<file path="src/shared/frame_chip_pkg.sv">
// Constants for the frame and chip shift mapper
package frame_chip_pkg;

  // --------------------------------------------------------------
  // Frame and chip arithmetic
  // --------------------------------------------------------------
  localparam logic [23:0] CHIPS_PER_FRAME = 24'h009600;
  localparam logic [15:0] CHIP_SHIFT_MAX  = 16'h95FF;
  localparam logic [23:0] CHIP_CYCLE      = 24'h960000;
  localparam logic [23:0] GRID_CHIPS      = 24'h000100;
  localparam logic [7:0]  HALF_GRID       = 8'h80;

  // --------------------------------------------------------------
  // Register offsets (byte addresses)
  // --------------------------------------------------------------
  localparam logic [7:0] ADDR_FRAME_SHIFT = 8'h00;
  localparam logic [7:0] ADDR_CHIP_SHIFT  = 8'h04;
  localparam logic [7:0] ADDR_CONN_IN     = 8'h08;
  localparam logic [7:0] ADDR_CELL_IN     = 8'h0C;
  localparam logic [7:0] ADDR_CELL_OUT    = 8'h10;
  localparam logic [7:0] ADDR_CONN_OUT    = 8'h14;
  localparam logic [7:0] ADDR_AIR_TIMING  = 8'h18;
  localparam logic [7:0] ADDR_STATUS      = 8'h1C;

  // --------------------------------------------------------------
  // Status fields and reset values
  // --------------------------------------------------------------
  localparam int unsigned STAT_ERR_BIT   = 0;
  localparam int unsigned STAT_VALID_BIT = 1;
  localparam logic [7:0]  RST_FRAME      = 8'h00;
  localparam logic [15:0] RST_CHIP       = 16'h0000;
  localparam logic [11:0] RST_CELL       = 12'h000;
  localparam logic [23:0] RST_TIMING     = 24'h000000;

  // --------------------------------------------------------------
  // Bus answers
  // --------------------------------------------------------------
  localparam logic [1:0] RESP_OKAY   = 2'h0;
  localparam logic [1:0] RESP_SLVERR = 2'h2;

endpackage

</file>
<file path="src/rtl/frame_chip_offset_mapper.sv">
// Frame number mapper and chip shift rounder behind an AXI4-Lite slave
`timescale 1ns/1ps

// How it works
// - Cell frame low byte is connection frame plus frame shift, modulo 256.
// - Connection frame is cell frame minus frame shift, wrapped modulo 256.
// - Only eight low cell frame bits map; shift and connection frame 8-bit.
// - Frame numbers and frame shift all count whole radio frames.
// - Chip shift has one-chip steps, accepted from 0 through 38399 only.
// - Combined count is frame shift times 38400 plus chip shift.
// - The combined count is rounded to the nearest 256-chip boundary.
// - The 256-chip grid is used whatever the spreading factor, even 512.
// - Remainder 1 to 127 rounds down to the boundary below, with no wrap.
// - Remainder 128 to 255 rounds up, wrapped modulo 256 frames.
// - Remainder zero keeps the combined count unchanged.
// - The rounded value drives the downlink dedicated channel timing.
module frame_chip_offset_mapper
  import frame_chip_pkg::*;
(
  input  wire logic        clk,
  input  wire logic        rst_b,
  input  wire logic [7:0]  awaddr,
  input  wire logic        awvalid,
  output logic             awready,
  input  wire logic [31:0] wdata,
  input  wire logic [3:0]  wstrb,
  input  wire logic        wvalid,
  output logic             wready,
  output logic [1:0]       bresp,
  output logic             bvalid,
  input  wire logic        bready,
  input  wire logic [7:0]  araddr,
  input  wire logic        arvalid,
  output logic             arready,
  output logic [31:0]      rdata,
  output logic [1:0]       rresp,
  output logic             rvalid,
  input  wire logic        rready,
  output logic [7:0]       cellFrameOut,
  output logic [7:0]       connFrameOut,
  output logic [23:0]      airTimingChips,
  output logic             timingValid
);

  // ------------------------------------------------------------
  // Declarations
  // ------------------------------------------------------------
  logic        awHeld_reg;
  logic [7:0]  awAddr_reg;
  logic        wHeld_reg;
  logic [31:0] wData_reg;
  logic [3:0]  wStrb_reg;
  logic        bvalid_reg;
  logic [1:0]  bresp_reg;
  logic        rvalid_reg;
  logic [31:0] rdata_reg;
  logic [1:0]  rresp_reg;
  logic [7:0]  frameShift_reg;
  logic [15:0] chipShift_reg;
  logic [7:0]  connIn_reg;
  logic [11:0] cellIn_reg;
  logic        err_reg;
  logic        load_reg;
  logic [7:0]  cellOut_reg;
  logic [7:0]  connOut_reg;
  logic [23:0] air_reg;
  logic        valid_reg;
  logic        doWrite;
  logic [31:0] oldWord;
  logic [31:0] mergedWord;
  logic        writeHit;
  logic        readHit;
  logic        chipBad;
  logic [23:0] scaled;
  logic [23:0] combined;
  logic [7:0]  remainder;
  logic [23:0] lowBound;
  logic [23:0] upBound;
  logic [23:0] air_next;

  // ------------------------------------------------------------
  // Register decode
  // ------------------------------------------------------------
  function automatic logic [31:0] regValue(input logic [7:0] a);
    logic [31:0] v;
    v = 32'h00000000;
    unique case (a)
      ADDR_FRAME_SHIFT: v[7:0]  = frameShift_reg;
      ADDR_CHIP_SHIFT:  v[15:0] = chipShift_reg;
      ADDR_CONN_IN:     v[7:0]  = connIn_reg;
      ADDR_CELL_IN:     v[11:0] = cellIn_reg;
      ADDR_CELL_OUT:    v[7:0]  = cellOut_reg;
      ADDR_CONN_OUT:    v[7:0]  = connOut_reg;
      ADDR_AIR_TIMING:  v[23:0] = air_reg;
      ADDR_STATUS: begin
        v[STAT_ERR_BIT]   = err_reg;
        v[STAT_VALID_BIT] = valid_reg;
      end
      default:          v = 32'h00000000;
    endcase
    return v;
  endfunction

  function automatic logic isMapped(input logic [7:0] a);
    return (a[1:0] == 2'h0) && (a <= ADDR_STATUS);
  endfunction

  assign oldWord  = regValue(awAddr_reg);
  assign writeHit = isMapped(awAddr_reg);
  assign readHit  = isMapped(araddr);

  // Byte lanes merged into the addressed word
  for (genvar i = 0; i < 4; i++) begin : g_lane
    assign mergedWord[8*i +: 8] = wStrb_reg[i] ? wData_reg[8*i +: 8]
                                                 : oldWord[8*i +: 8];
  end

  // ------------------------------------------------------------
  // Write channels
  // ------------------------------------------------------------
  assign awready = !awHeld_reg && !bvalid_reg;
  assign wready  = !wHeld_reg && !bvalid_reg;
  assign doWrite = awHeld_reg && wHeld_reg && !bvalid_reg;
  assign bvalid  = bvalid_reg;
  assign bresp   = bresp_reg;

  always_ff @(posedge clk or negedge rst_b) begin
    if (!rst_b) begin
      awHeld_reg <= 1'b0;
      awAddr_reg <= 8'h00;
    end else if (awvalid && awready) begin
      awHeld_reg <= 1'b1;
      awAddr_reg <= awaddr;
    end else if (doWrite) begin
      awHeld_reg <= 1'b0;
    end
  end

  always_ff @(posedge clk or negedge rst_b) begin
    if (!rst_b) begin
      wHeld_reg <= 1'b0;
      wData_reg <= 32'h00000000;
      wStrb_reg <= 4'h0;
    end else if (wvalid && wready) begin
      wHeld_reg <= 1'b1;
      wData_reg <= wdata;
      wStrb_reg <= wstrb;
    end else if (doWrite) begin
      wHeld_reg <= 1'b0;
    end
  end

  always_ff @(posedge clk or negedge rst_b) begin
    if (!rst_b) begin
      bvalid_reg <= 1'b0;
      bresp_reg  <= RESP_OKAY;
    end else if (doWrite) begin
      bvalid_reg <= 1'b1;
      bresp_reg  <= writeHit ? RESP_OKAY : RESP_SLVERR;
    end else if (bready) begin
      bvalid_reg <= 1'b0;
    end
  end

  // ------------------------------------------------------------
  // Read channel
  // ------------------------------------------------------------
  assign arready = !rvalid_reg;
  assign rvalid  = rvalid_reg;
  assign rdata   = rdata_reg;
  assign rresp   = rresp_reg;

  always_ff @(posedge clk or negedge rst_b) begin
    if (!rst_b) begin
      rvalid_reg <= 1'b0;
      rdata_reg  <= 32'h00000000;
      rresp_reg  <= RESP_OKAY;
    end else if (arvalid && arready) begin
      rvalid_reg <= 1'b1;
      rdata_reg  <= regValue(araddr);
      rresp_reg  <= readHit ? RESP_OKAY : RESP_SLVERR;
    end else if (rready) begin
      rvalid_reg <= 1'b0;
    end
  end

  // ------------------------------------------------------------
  // Shift and frame inputs
  // ------------------------------------------------------------
  // out of range chip shift refused
  assign chipBad = mergedWord[15:0] > CHIP_SHIFT_MAX;

  always_ff @(posedge clk or negedge rst_b) begin
    if (!rst_b) begin
      frameShift_reg <= RST_FRAME;
      connIn_reg     <= RST_FRAME;
      cellIn_reg     <= RST_CELL;
    end else if (doWrite) begin
      if (awAddr_reg == ADDR_FRAME_SHIFT) begin
        frameShift_reg <= mergedWord[7:0];
      end
      if (awAddr_reg == ADDR_CONN_IN) begin
        connIn_reg <= mergedWord[7:0];
      end
      if (awAddr_reg == ADDR_CELL_IN) begin
        cellIn_reg <= mergedWord[11:0];
      end
    end
  end

  always_ff @(posedge clk or negedge rst_b) begin
    if (!rst_b) begin
      chipShift_reg <= RST_CHIP;
    end else if (doWrite && awAddr_reg == ADDR_CHIP_SHIFT && !chipBad) begin
      chipShift_reg <= mergedWord[15:0];
    end
  end

  // Refusal flag, set wins over clear
  always_ff @(posedge clk or negedge rst_b) begin
    if (!rst_b) begin
      err_reg <= 1'b0;
    end else if (doWrite && awAddr_reg == ADDR_CHIP_SHIFT && chipBad) begin
      err_reg <= 1'b1;
    end else if (doWrite && awAddr_reg == ADDR_STATUS &&
                 mergedWord[STAT_ERR_BIT]) begin
      err_reg <= 1'b0;
    end
  end

  always_ff @(posedge clk or negedge rst_b) begin
    if (!rst_b) begin
      load_reg <= 1'b0;
    end else begin
      load_reg <= doWrite && writeHit && awAddr_reg < ADDR_CELL_OUT
                  && !(awAddr_reg == ADDR_CHIP_SHIFT && chipBad);
    end
  end

  // ------------------------------------------------------------
  // Chip rounding
  // ------------------------------------------------------------
  // frame shift times 38400 plus chip shift
  assign scaled    = 24'(frameShift_reg) * CHIPS_PER_FRAME;
  assign combined  = scaled + 24'(chipShift_reg);
  assign remainder = combined[7:0];
  assign lowBound  = {combined[23:8], 8'h00};
  assign upBound   = lowBound + GRID_CHIPS;

  // grid fixed, no spreading factor input
  always_comb begin
    air_next = combined;
    if (remainder == 8'h00) begin
      air_next = combined;
    end else if (remainder < HALF_GRID) begin
      air_next = lowBound;
    end else begin
      // round up, wrap at 256 frames
      air_next = (upBound == CHIP_CYCLE) ? RST_TIMING : upBound;
    end
  end

  // ------------------------------------------------------------
  // Result registers
  // ------------------------------------------------------------
  // whole frame arithmetic, mappings
  always_ff @(posedge clk or negedge rst_b) begin
    if (!rst_b) begin
      cellOut_reg <= RST_FRAME;
      connOut_reg <= RST_FRAME;
    end else if (load_reg) begin
      cellOut_reg <= connIn_reg + frameShift_reg;
      connOut_reg <= cellIn_reg[7:0] - frameShift_reg;
    end
  end

  always_ff @(posedge clk or negedge rst_b) begin
    if (!rst_b) begin
      air_reg   <= RST_TIMING;
      valid_reg <= 1'b0;
    end else if (load_reg) begin
      air_reg   <= air_next;
      valid_reg <= 1'b1;
    end
  end

  assign airTimingChips = air_reg;
  assign cellFrameOut   = cellOut_reg;
  assign connFrameOut   = connOut_reg;
  assign timingValid    = valid_reg;

  // ------------------------------------------------------------
  // Checks
  // ------------------------------------------------------------
  chk_cell_map_down: assert property (
    @(posedge clk) disable iff (!rst_b)
    load_reg |=> cellFrameOut ==
      8'($past(connIn_reg) + $past(frameShift_reg)))
    else $error("cell frame mapping wrong");

  chk_conn_map_up: assert property (
    @(posedge clk) disable iff (!rst_b)
    load_reg |=> connFrameOut ==
      8'($past(cellIn_reg[7:0]) - $past(frameShift_reg)))
    else $error("connection frame mapping wrong");

  chk_chip_range_held: assert property (
    @(posedge clk) disable iff (!rst_b)
    (doWrite && awAddr_reg == ADDR_CHIP_SHIFT && chipBad)
      |=> $stable(chipShift_reg) && err_reg)
    else $error("bad chip shift accepted");

  chk_grid_aligned: assert property (
    @(posedge clk) disable iff (!rst_b)
    load_reg |=> airTimingChips[7:0] == 8'h00 &&
      airTimingChips < CHIP_CYCLE)
    else $error("timing off 256-chip grid");

  chk_round_down: assert property (
    @(posedge clk) disable iff (!rst_b)
    load_reg && remainder != 8'h00 && remainder < HALF_GRID
      |=> airTimingChips == $past(combined) - 24'($past(remainder)))
    else $error("low remainder not rounded down");

  chk_round_up: assert property (
    @(posedge clk) disable iff (!rst_b)
    load_reg && remainder >= HALF_GRID |=>
      24'(airTimingChips - $past(combined) + CHIP_CYCLE) % CHIP_CYCLE
        <= 24'(HALF_GRID))
    else $error("high remainder not rounded up");

  chk_exact_kept: assert property (
    @(posedge clk) disable iff (!rst_b)
    load_reg && remainder == 8'h00 |=>
      airTimingChips == $past(frameShift_reg) * CHIPS_PER_FRAME
        + 24'($past(chipShift_reg)))
    else $error("aligned count altered");

  chk_result_hold: assert property (
    @(posedge clk) disable iff (!rst_b)
    !load_reg |=> $stable(airTimingChips) && $stable(cellFrameOut)
      && $stable(connFrameOut))
    else $error("results moved without new inputs");

  chk_load_latency: assert property (
    @(posedge clk) disable iff (!rst_b)
    doWrite && awAddr_reg == ADDR_FRAME_SHIFT ##1 load_reg
      |=> timingValid)
    else $error("results not one clock after inputs");

endmodule

</file>
<file path="config.mk">
export PLATFORM = sky130hd
export DESIGN_NAME = frame_chip_offset_mapper
export DESIGN_NICKNAME = d
export VERILOG_FILES = /design/src/shared/frame_chip_pkg.sv /design/src/rtl/frame_chip_offset_mapper.sv
export SDC_FILE = /design/constraint.sdc
export NUM_CORES = 1
export LEC_CHECK = 0
export BUFFER_PORTS_ARGS = -buffer_cell sky130_fd_sc_hd__buf_2
export CAP_MARGIN = 20
export CORE_ASPECT_RATIO = 0.8
export CORE_UTILIZATION = 41
export DETAILED_ROUTE_END_ITERATION = 12
export PLACE_DENSITY = 0.7
export SLEW_MARGIN = 20
export SYNTH_ARGS = -nofsm -noshare
export SYNTH_HDL_FRONTEND = slang
export SYNTH_SLANG_ARGS = --single-unit
</file>
<file path="constraint.sdc">
create_clock -name clk -period 5.3 [get_ports clk]
set_input_delay 0.795 -clock clk [delete_from_list [all_inputs] [get_ports clk]]
set_output_delay 0.795 -clock clk [all_outputs]
set_load 0.02 [all_outputs]
</file>
==> results_dict.tcl, run 1 <==
set metrics [dict create \
    synth_top_family_by_area "compound AO/OA/AOI/OAI gates" \
    synth_commonest_cells "143 x dfrtp_1, 85 x nand2_1, 67 x mux2_2, 61 x o21ai_0, 59 x ha_1" \
    dieArea_mm2 0.0228 \
    maxCapViolCount 0 \
    synth_fa_ha_area_share_pct 10.3 \
    p_int_mw 2.86 \
    vias 7584 \
    hold_viol 0 \
    critPathMaxFanout 6 \
    chipHeight_um 135 \
    finalWorstSetupSlack_ps 341 \
    slew_viol_final 0 \
    maxSlewHeadroom_pct 24.3 \
    min_to "rdata[15]" \
    route.detailed.drc 0 \
    hold_path.startpoint "rdata[15]" \
    drt_wl_total_um 24300 \
    muxShareOfSynthArea_pct 11.2 \
    synthSimpleGateAreaFrac_pct 12.4 \
    cts_buffers 17 \
    setup_tns_ps 0 \
    grt_pass1_wl_um 38000 \
    synth_most_common_cell "dfrtp_1" \
    seqPwrFrac_pct 33.0 \
    power_mw 4.93 \
    status "complete, no violations" \
    grt_max_degree 107 \
    place_area_mm2 0.0101 \
    yosysTopAreaCell "dfrtp_1" \
    fin_crit_sh_pct 93.6 \
    post_cts_buffers 0 \
    dp.cells 1312 \
    cts-root-buf "clkbuf_16" \
    cp-end-kind "flop" \
    diodes 0 \
    hold_buffers 0 \
    dp_hpwl_um 17600 \
    place_ws_ps 306 \
    synthDominantCellAreaShare_pct 39.3 \
    min_path_type "reg2reg" \
    detail-route-antenna-nets 0 \
    rr_worst_depth 19 \
    cts_tree "done" \
    tightestPinTransition_ps 1130 \
    ys_top_cells_by_area "dfrtp_1 39%, mux2_2 8.3%, ha_1 8.1%, nand2_1 3.5%, o21ai_0 3.4%" \
    min_period_ps 4960 \
    p_per_area_mw_per_mm2 463 \
    pwr-share-clk_pct 23.7 \
    swShare_pct 42.0 \
    cts_buffer_depth 2 \
    r2r_start "frameShift_reg[4]" \
    drive_above_1_share_pct 25.4 \
    synth_warnings 0 \
    cp_data_arrival_time_ps 5270 \
    clock_sinks 143 \
    io_pins 141 \
    max_freq_mhz 202 \
    coreArea_mm2 0.0217 \
    synth_cells 914 \
    finalNonFillerCells 1345 \
    syn_area_per_cell_um2 9.95 \
    critical_path_required_ps 5610 \
    rr_endpoint "airTimingChips[8]" \
    dr.pass1.iters 5 \
    setup-violations-final 0 \
    track_usage_pct 21.5 \
    drt-initial-drc-count 797 \
    synth_xor_area_share_pct 4.42 \
    crit_path_start_kind "flop" \
    antenna_found_initial 0 \
    combPwrFrac_pct 43.3 \
    synth-compound-area-share_pct 17.7 \
    viasPerCell 5.64 \
    synth_edf_count 0 \
    cts.repair.resized 0 \
    leakagePower_nw 5.15 \
    syn_to_final_growth_pct 17.0 \
    rsz0062_at_grt "false" \
    start_util_pct 42.0 \
    finalClockSkew_ps 11.0 \
    whs_path_depth 2 \
    peakVddDrop_mv 0.242 \
    ys_seq_area_share_pct 39.3 \
    regToRegSetupSlack_ps 340 \
    htreeDepth 4 \
    port_buffers 112 \
    synth_area_mm2 0.00910 \
    ys_ff_latch 143 \
    ys_async_sr_fraction_pct 100 \
    netSwitchingPower_mw 2.07 \
    clk_pin_slew_ps 70 \
    grt_overflow_total 0 \
    nets 1160 \
    yosysUniqueCellTypes 64 \
    yosys_most_used_dff "dfrtp_1" \
    crit_type "reg2reg" \
    rows 48 \
    wl_per_cell_um 18.1 \
    fin_area_mm2 0.0106 \
    gp_congestion 0.874 \
    clk_latency_ps 440 \
    die_w_um 169 \
    grt_pass1_vias 7102 \
]
[per-stage QoR]
step                util (%)  hold slack (ps)
floorplan                  -              463
global placement        46.3              456
detailed placement      46.4              469
CTS                     49.0              484
global route            49.1              494
finish                  49.1              476
[cell type report]
| cell class | count | area, µm² |
|---|---|---|
| clock buffer | 17 | 425 |
| clock inverter | 15 | 149 |
| fill | 1998 | 11000 |
| inverter | 46 | 173 |
| multi-input combinational | 684 | 5170 |
| sequential | 143 | 3580 |
| tap | 300 | 375 |
| timing repair buffer | 140 | 777 |
[per-layer routing]
| layer | track usage, % | share of wire [%] |
|---|---|---|
| met1 | 29.9 | 47 |
| met2 | 32.3 | 43 |
| met3 | 5.90 | 7.9 |
| met4 | 6.67 | 1.3 |
| met5 | 0 | 0 |
[how the worst max path moves through the flow]
stage / endpoint / depth (start not counted) / from
floorplan: airTimingChips[17] / 17 / frameShift_reg[4]
global placement: airTimingChips[17] / 18 / frameShift_reg[4]
detailed placement: airTimingChips[17] / 18 / frameShift_reg[4]
CTS: airTimingChips[17] / 18 / frameShift_reg[4]
global route: airTimingChips[17] / 19 / frameShift_reg[4]
finish: airTimingChips[8] / 19 / frameShift_reg[4]
[cell usage in the layout, fill, tap and decap left out, drive strengths merged, types with 4 or more instances in the layout]
cell type / count
a21oi: 50
nor4: 4
dfrtp: 143
a22o: 9
ha: 59
conb: 10
buf: 139
a21o: 24
inv: 54
a22oi: 36
mux2i: 14
fa: 10
nand2: 85
xnor2: 27
mux2: 74
nor3b: 6
nand3: 14
xor2: 18
nand2b: 8
a31oi: 7
or2: 4
and3: 4
a211oi: 10
nor4b: 4
o211ai: 5
nor3: 12
nor2: 50
a222oi: 15
clkinv: 5
clkbuf: 18
nor2b: 19
o31ai: 4
o21ai: 63
[critical path, cell delays in order, from the launching register on]
cell and delay (ps):
dfrtp_1 380, ha_1 300, ha_1 270, inv_1 50
fa_1 490, fa_1 520, inv_1 40, ha_1 310
buf_4 160, o211ai_1 110, a21oi_1 100, nor3_1 270
nor2_1 150, or4_1 600, a211oi_1 280, o211ai_1 170
xnor2_1 170, nor3_1 210, buf_4 160, o21ai_0 80
[power groups by stage]
stage | logic (mW) | clock network (mW) | registers (mW)
2_1_floorplan | 1.50 | 0 | 1.63
3_3_place_gp | 2.06 | 0 | 1.63
5_1_grt | 2.36 | 1.23 | 1.66
3_5_place_dp | 2.10 | 0 | 1.63
4_1_cts | 2.13 | 1.19 | 1.62
6_report | 2.14 | 1.17 | 1.63
[cells by family (layout without fill, tap and decap cells)]
group | count (synthesis) | after routing
AO/OA/AOI/OAI | 243 | 243
AND/OR/NAND/NOR | 228 | 228
adder cells (fa/ha/maj) | 69 | 69
flip-flops | 143 | 143
multiplexers | 89 | 89
other | 1 | 10
buffers and inverters | 96 | 218
XOR/XNOR | 45 | 45
Power figures use the tool's default switching activity.
==> inputs of run 2 (changes only) <==
==> constraint.sdc (replaced) <==
create_clock -name clk -period 6 [get_ports clk]
set_input_delay 0.9 -clock clk [delete_from_list [all_inputs] [get_ports clk]]
set_output_delay 0.9 -clock clk [all_outputs]
set_load 0.02 [all_outputs]
==> run 2 against run 1 <==
  * Setup slack better by 140 ps
  * Combinational power down 14%
  * Design area down 1.1%
  * Critical endpoint unchanged
  * Utilization down 0.54 points
  * Critical path depth down 2
  * Highest routed layer unchanged
  * Critical path type unchanged
  * Sequential cell count unchanged
  * Worst hold slack about the same
  * Final cell count down 1.1%
  * Global-route usage down 0.29 points
  * Register-to-register slack better by 140 ps
  * Clock-buffer cell count unchanged
  * Non-clock buffer count down 15
==> results_dict.tcl, run 2 (same netlist as run 1, synthesis figures left out) <==
set metrics [dict create \
    vias 7462 \
    p_per_area_mw_per_mm2 409 \
    fin_crit_sh_pct 92.0 \
    min_period_ps 5520 \
    peakVddDrop_mv 0.227 \
    dr.pass1.iters 6 \
    nets 1145 \
    io_pins 141 \
    cp_data_arrival_time_ps 5820 \
    slew_viol_final 0 \
    clk_pin_slew_ps 60 \
    cts_buffer_depth 2 \
    chipHeight_um 135 \
    crit_path_max_incr_delay_ps 520 \
    rr_worst_depth 17 \
    rr_endpoint "airTimingChips[8]" \
    die_w_um 169 \
    maxSlewHeadroom_pct 24.3 \
    crit_path_start_kind "flop" \
    holdWs_ps 477 \
    place_area_mm2 0.00994 \
    setup-violations-final 0 \
    antenna_found_initial 0 \
    slowest_stage "a2111oi_2" \
    drt-initial-drc-count 671 \
    hold_path.startpoint "rdata[10]" \
    critPathMaxFanout 6 \
    track_usage_pct 21.2 \
    grt_pass1_vias 6902 \
    r2r_start "frameShift_reg[6]" \
    start_util_pct 42.0 \
    coreArea_mm2 0.0217 \
    gp_congestion 0.862 \
    status "complete, no violations" \
    cts_tree "done" \
    htreeDepth 4 \
    power_mw 4.31 \
    detail-route-antenna-nets 0 \
    finalClockSkew_ps 11.0 \
    final_common_cell "dfrtp_1" \
    cts.repair.resized 0 \
    whs_path_depth 2 \
    min_to "rdata[10]" \
    min_path_type "reg2reg" \
    drt_wl_total_um 23900 \
    leakagePower_nw 5.08 \
    grt_overflow_total 0 \
    diodes 0 \
    port_buffers 112 \
    maxCapViolCount 0 \
    setup_tns_ps 0 \
    tightestPinTransition_ps 1130 \
    rsz0062_at_grt "false" \
    cts_buffers 17 \
    crit_chain "ha_1 -> ha_1 -> inv_1 -> fa_1 -> fa_1 -> inv_1 -> ha_1 -> a21o_1 -> or3_1 -> o221ai_1 -> mux2_2 -> a2111oi_2 -> nand2_1 -> mux2i_1 -> nand2_1 -> nor3_1 -> o21ai_0" \
    wl_per_cell_um 18.0 \
    crit_type "reg2reg" \
    cts-root-buf "clkbuf_16" \
    grt_pass1_wl_um 37300 \
    max_freq_mhz 181 \
    dieArea_mm2 0.0228 \
    hold_viol 0 \
    timing.critical_path.mode_cell "ha_1" \
    dp_hpwl_um 17200 \
    drive_above_1_share_pct 24.5 \
    fin_area_mm2 0.0105 \
    route.detailed.drc 0 \
    grt_max_degree 100 \
    critical_path_required_ps 6300 \
    syn_to_final_growth_pct 15.8 \
    regToRegSetupSlack_ps 480 \
    viasPerCell 5.61 \
    post_cts_buffers 0 \
    cp-end-kind "flop" \
    hold_buffers 0 \
    most-common-layout-cells "142 x dfrtp_1, 111 x buf_2, 85 x nand2_1, 67 x mux2_2, 61 x o21ai_0" \
    fill_cells 2025 \
    clk_latency_ps 440 \
    clock_sinks 143 \
    rows 48 \
]
-- run 2: cell count changes in the layout (fill, tap and decap cells not counted), sizes merged --
cell      previous run  this run
buf                139       125
clkinv               5         2
inv                 54        56
clkbuf              18        17
clkinvlp             2         3
-- run 2: layer usage --
layer | up-vias | routed length (µm) | track usage, %
met5 | - | 0 | 0
met4 | 0 | 317 | 6.46
met3 | 34 | 1750 | 4.94
met2 | 291 | 10300 | 30.7
met1 | 3613 | 11600 | 31.1
li1 | 3524 | - | -
-- run 2: per-stage QoR --
| step | util, % | setup WS, ps | cells |
|---|---|---|---|
| 6_report | 48.6 | 481 | 1330 |
| 5_1_grt | 48.6 | 198 | 1330 |
| 4_1_cts | 48.4 | 457 | 1329 |
| 3_5_place_dp | 45.8 | 486 | 1297 |
| 3_3_place_gp | 45.8 | 601 | 1297 |
| 2_1_floorplan | - | 1200 | 923 |
-- run 2: worst max-delay path by stage --
stage / start / end / slack, ps / cells after the start
finish: frameShift_reg[6] / airTimingChips[8] / 480 / 17
global route: frameShift_reg[6] / airTimingChips[17] / 200 / 17
CTS: frameShift_reg[6] / airTimingChips[8] / 460 / 17
detailed placement: frameShift_reg[6] / airTimingChips[8] / 490 / 17
global placement: frameShift_reg[6] / airTimingChips[9] / 600 / 17
floorplan: frameShift_reg[4] / airTimingChips[17] / 1200 / 17
-- run 2: worst max-delay path, delay by kind of cell, from the launching register on --
kind | cells | cell delay, ps
adders and majority gates | 5 | 1960
muxes | 2 | 630
DFF | 1 | 460
buffers and inverters | 2 | 90
and+or+nand+nor | 4 | 1020
AOI/OAI and AO/OA | 4 | 1200
-- run 2: power breakdown --
group / leakage (nW) / switching [mW] / total [mW] / internal [mW]
sequential: 1.91 / 0.271 / 1.45 / 1.18
combinational: 2.90 / 1.07 / 1.83 / 0.761
clock: 0.271 / 0.478 / 1.03 / 0.548
-- run 2: final cells by class --
| type | instances | area, µm² | area share (%) |
|---|---|---|---|
| clock buffer | 17 | 425 | 4.04 |
| multi-input combinational | 684 | 5170 | 49.1 |
| tap | 300 | 375 | 3.56 |
| clock inverter | 15 | 139 | 1.32 |
| timing repair buffer | 125 | 668 | 6.35 |
| sequential | 143 | 3580 | 34.0 |
| inverter | 46 | 173 | 1.64 |
==> inputs of run 3 (changes only) <==
--- a/config.mk
+++ b/config.mk
@@ -5,6 +5,7 @@
 export SDC_FILE = /design/constraint.sdc
 export NUM_CORES = 1
 export LEC_CHECK = 0
+export ABC_AREA = 1
 export BUFFER_PORTS_ARGS = -buffer_cell sky130_fd_sc_hd__buf_2
 export CAP_MARGIN = 20
 export CORE_ASPECT_RATIO = 0.8
==> run 3 against run 2 <==
  * Die area increased by 5.2%
  * Clock-buffer cell count increased by 1
  * Synthesized cell count increased by 40%
  * Non-clock buffer count decreased by 8
  * Largest cell class unchanged
==> results_dict.tcl, run 3 <==
set metrics [dict create \
    status "complete, no violations" \
    rows 49 \
    htreeDepth 4 \
    detail-route-antenna-nets 0 \
    clock_sinks 143 \
    synth_area_mm2 0.00958 \
    crit_chain "ha_1 -> ha_1 -> fa_1 -> ha_1 -> or2_1 -> nand2_1 -> xnor2_1 -> ha_1 -> nand2_1 -> inv_1 -> a21oi_1 -> nand2_1 -> nand3_4 -> nand2_2 -> inv_2 -> nand2_1 -> nor2_2 -> nand2_1 -> nor2_4 -> nand2_2 -> a21oi_2 -> nand3_2 -> a21oi_1 -> nor2_1" \
    peakVddDrop_mv 0.257 \
    cts_buffers 17 \
    port_buffers 112 \
    cp_data_arrival_time_ps 5340 \
    hold_buffers 0 \
    yosysTopAreaCell "dfrtp_1" \
    syn_to_final_growth_pct 14.9 \
    ys_ff_latch 143 \
    post_cts_buffers 0 \
    p_per_area_mw_per_mm2 289 \
    maxSlewHeadroom_pct 23.1 \
    cp-end-kind "flop" \
    rsz0062_at_grt "false" \
    finalNonFillerCells 1703 \
    most-common-layout-cells "287 x nand2_1, 190 x inv_1, 143 x dfrtp_1, 126 x nor2_1, 111 x buf_2" \
    timing.critical_path.mode_cell "nand2_1" \
    crit_path_start_kind "flop" \
    viasPerCell 5.28 \
    synth_commonest_cells "287 x nand2_1, 190 x inv_1, 143 x dfrtp_1, 128 x nor2_1, 97 x o21ai_0" \
    final_util_pct 48.5 \
    io_pins 141 \
    synth_edf_count 0 \
    maxCapViolCount 0 \
    gp_congestion 0.959 \
    dp_hpwl_um 21300 \
    drt-initial-drc-count 880 \
    critPathMaxFanout 6 \
    cts.repair.resized 0 \
    die_w_um 173 \
    dr.pass1.iters 5 \
    cts-root-buf "clkbuf_16" \
    dieArea_mm2 0.0240 \
    final_common_cell "nand2_1" \
    synthDominantCellAreaShare_pct 37.4 \
    dp.cells 1670 \
    chipHeight_um 139 \
    min_path_type "reg2reg" \
    clk_pin_slew_ps 60 \
    start_util_pct 42.2 \
    wl_per_cell_um 16.7 \
    slowest_stage "dfrtp_1" \
    ys_top_cells_by_area "dfrtp_1 37%, nand2_1 11%, ha_1 7.7%, inv_1 7.4%, o21ai_0 5.1%" \
    synth_warnings 0 \
    grt_pass1_wl_um 44500 \
    max_freq_mhz 198 \
    coreArea_mm2 0.0227 \
    clk_latency_ps 430 \
    ys_async_sr_fraction_pct 100 \
    fin_crit_sh_pct 84.0 \
    track_usage_pct 23.9 \
    tightestPinTransition_ps 1120 \
    fill_cells 2235 \
    yosys_most_used_dff "dfrtp_1" \
    slew_viol_final 0 \
    ys_seq_area_share_pct 37.4 \
    synth_most_common_cell "nand2_1" \
    diodes 0 \
    cts_tree "done" \
    crit_type "reg2reg" \
    cts_buffer_depth 2 \
    hold_viol 0 \
    antenna_found_initial 0 \
    grt_pass1_vias 8122 \
    power_mw 3.18 \
    synth_cells 1284 \
    critical_path_required_ps 6300 \
    drive_above_1_share_pct 15.5 \
    setup-violations-final 0 \
    drt_wl_total_um 28400 \
    finalClockSkew_ps 8.10 \
    setup_tns_ps 0 \
    min_period_ps 5040 \
    nets 1512 \
    syn_area_per_cell_um2 7.46 \
    yosysUniqueCellTypes 50 \
    route.detailed.drc 0 \
    grt_max_degree 101 \
    leakagePower_nw 5.57 \
    crit_path_max_incr_delay_ps 520 \
    vias 8987 \
    grt_overflow_total 0 \
]
[run 3: changes by cell type in the layout (fill, tap and decap cells not counted), moves of 36 or more]
| cell | delta |
|---|---|
| inv_1 | +144 |
| mux2_2 | -57 |
| nand2_1 | +202 |
| nor2_1 | +77 |
| o21ai_0 | +36 |
| o22ai_1 | +49 |
[run 3: cells by family (layout without fill, tap and decap cells)]
kind of cell	Yosys count	count (layout)	synth area share (%)
other cells	1	10	0.0391
xor+xnor	14	14	1.28
buf+inv	245	349	10.2
flops	143	143	37.4
mux	10	10	1.18
compound gates	262	262	15.6
simple gates	540	540	24.5
fa+ha+maj	69	69	9.80
[run 3: layout make-up]
cell class | count | area, µm² | area share [%]
clock inverter | 14 | 181 | 1.65
sequential | 143 | 3580 | 32.5
inverter | 200 | 751 | 6.82
timing repair buffer | 117 | 604 | 5.49
tap | 306 | 383 | 3.48
clock buffer | 18 | 439 | 3.99
multi-input combinational | 905 | 5060 | 46.0
[run 3: critical path: cells and delay by family (launching register included)]
kind | cells | cell delay, ps
buf+inv | 2 | 120
xor+xnor | 1 | 150
fa+ha+maj | 5 | 1810
flops | 1 | 520
compound gates | 3 | 580
simple gates | 13 | 1750
[run 3: layer usage]
metal | global-route usage, % | wire, µm | vias up
li1 | - | - | 4393
met5 | 0 | 0 | -
met3 | 6.47 | 2800 | 40
met4 | 5.82 | 421 | 0
met1 | 36.2 | 13700 | 4145
met2 | 33.1 | 11400 | 409
[run 3: worst paths after layout]
check / from / to / slack, ps / cells after the start
max: frameShift_reg[2] / airTimingChips[20] / 960 / 24
min: rdata[3] / rdata[3] / 480 / 2
max reg2reg: frameShift_reg[2] / airTimingChips[20] / 960 / 24
min reg2reg: rdata[3] / rdata[3] / 480 / 2
max in group asynchronous: rst_b / rdata[14] / 4240 / 2
min in group asynchronous: rst_b / rdata[2] / 580 / 1
[run 3: per-stage QoR]
| step | hold WS [ps] | cell area (µm²) | setup WS [ps] |
|---|---|---|---|
| after global routing | 516 | 11000 | 711 |
| after floorplan | 478 | 9610 | 1720 |
| final | 477 | 11000 | 959 |
| after detailed placement | 461 | 10400 | 1040 |
| after CTS | 479 | 11000 | 1020 |
| after global placement | 458 | 10400 | 1110 |
[run 3: power breakdown]
| group | total [mW] | switching, mW | internal, mW | leakage (nW) |
|---|---|---|---|---|
| combinational | 0.794 | 0.539 | 0.255 | 3.37 |
| sequential | 1.26 | 0.134 | 1.12 | 1.90 |
| clock | 1.12 | 0.450 | 0.673 | 0.295 |
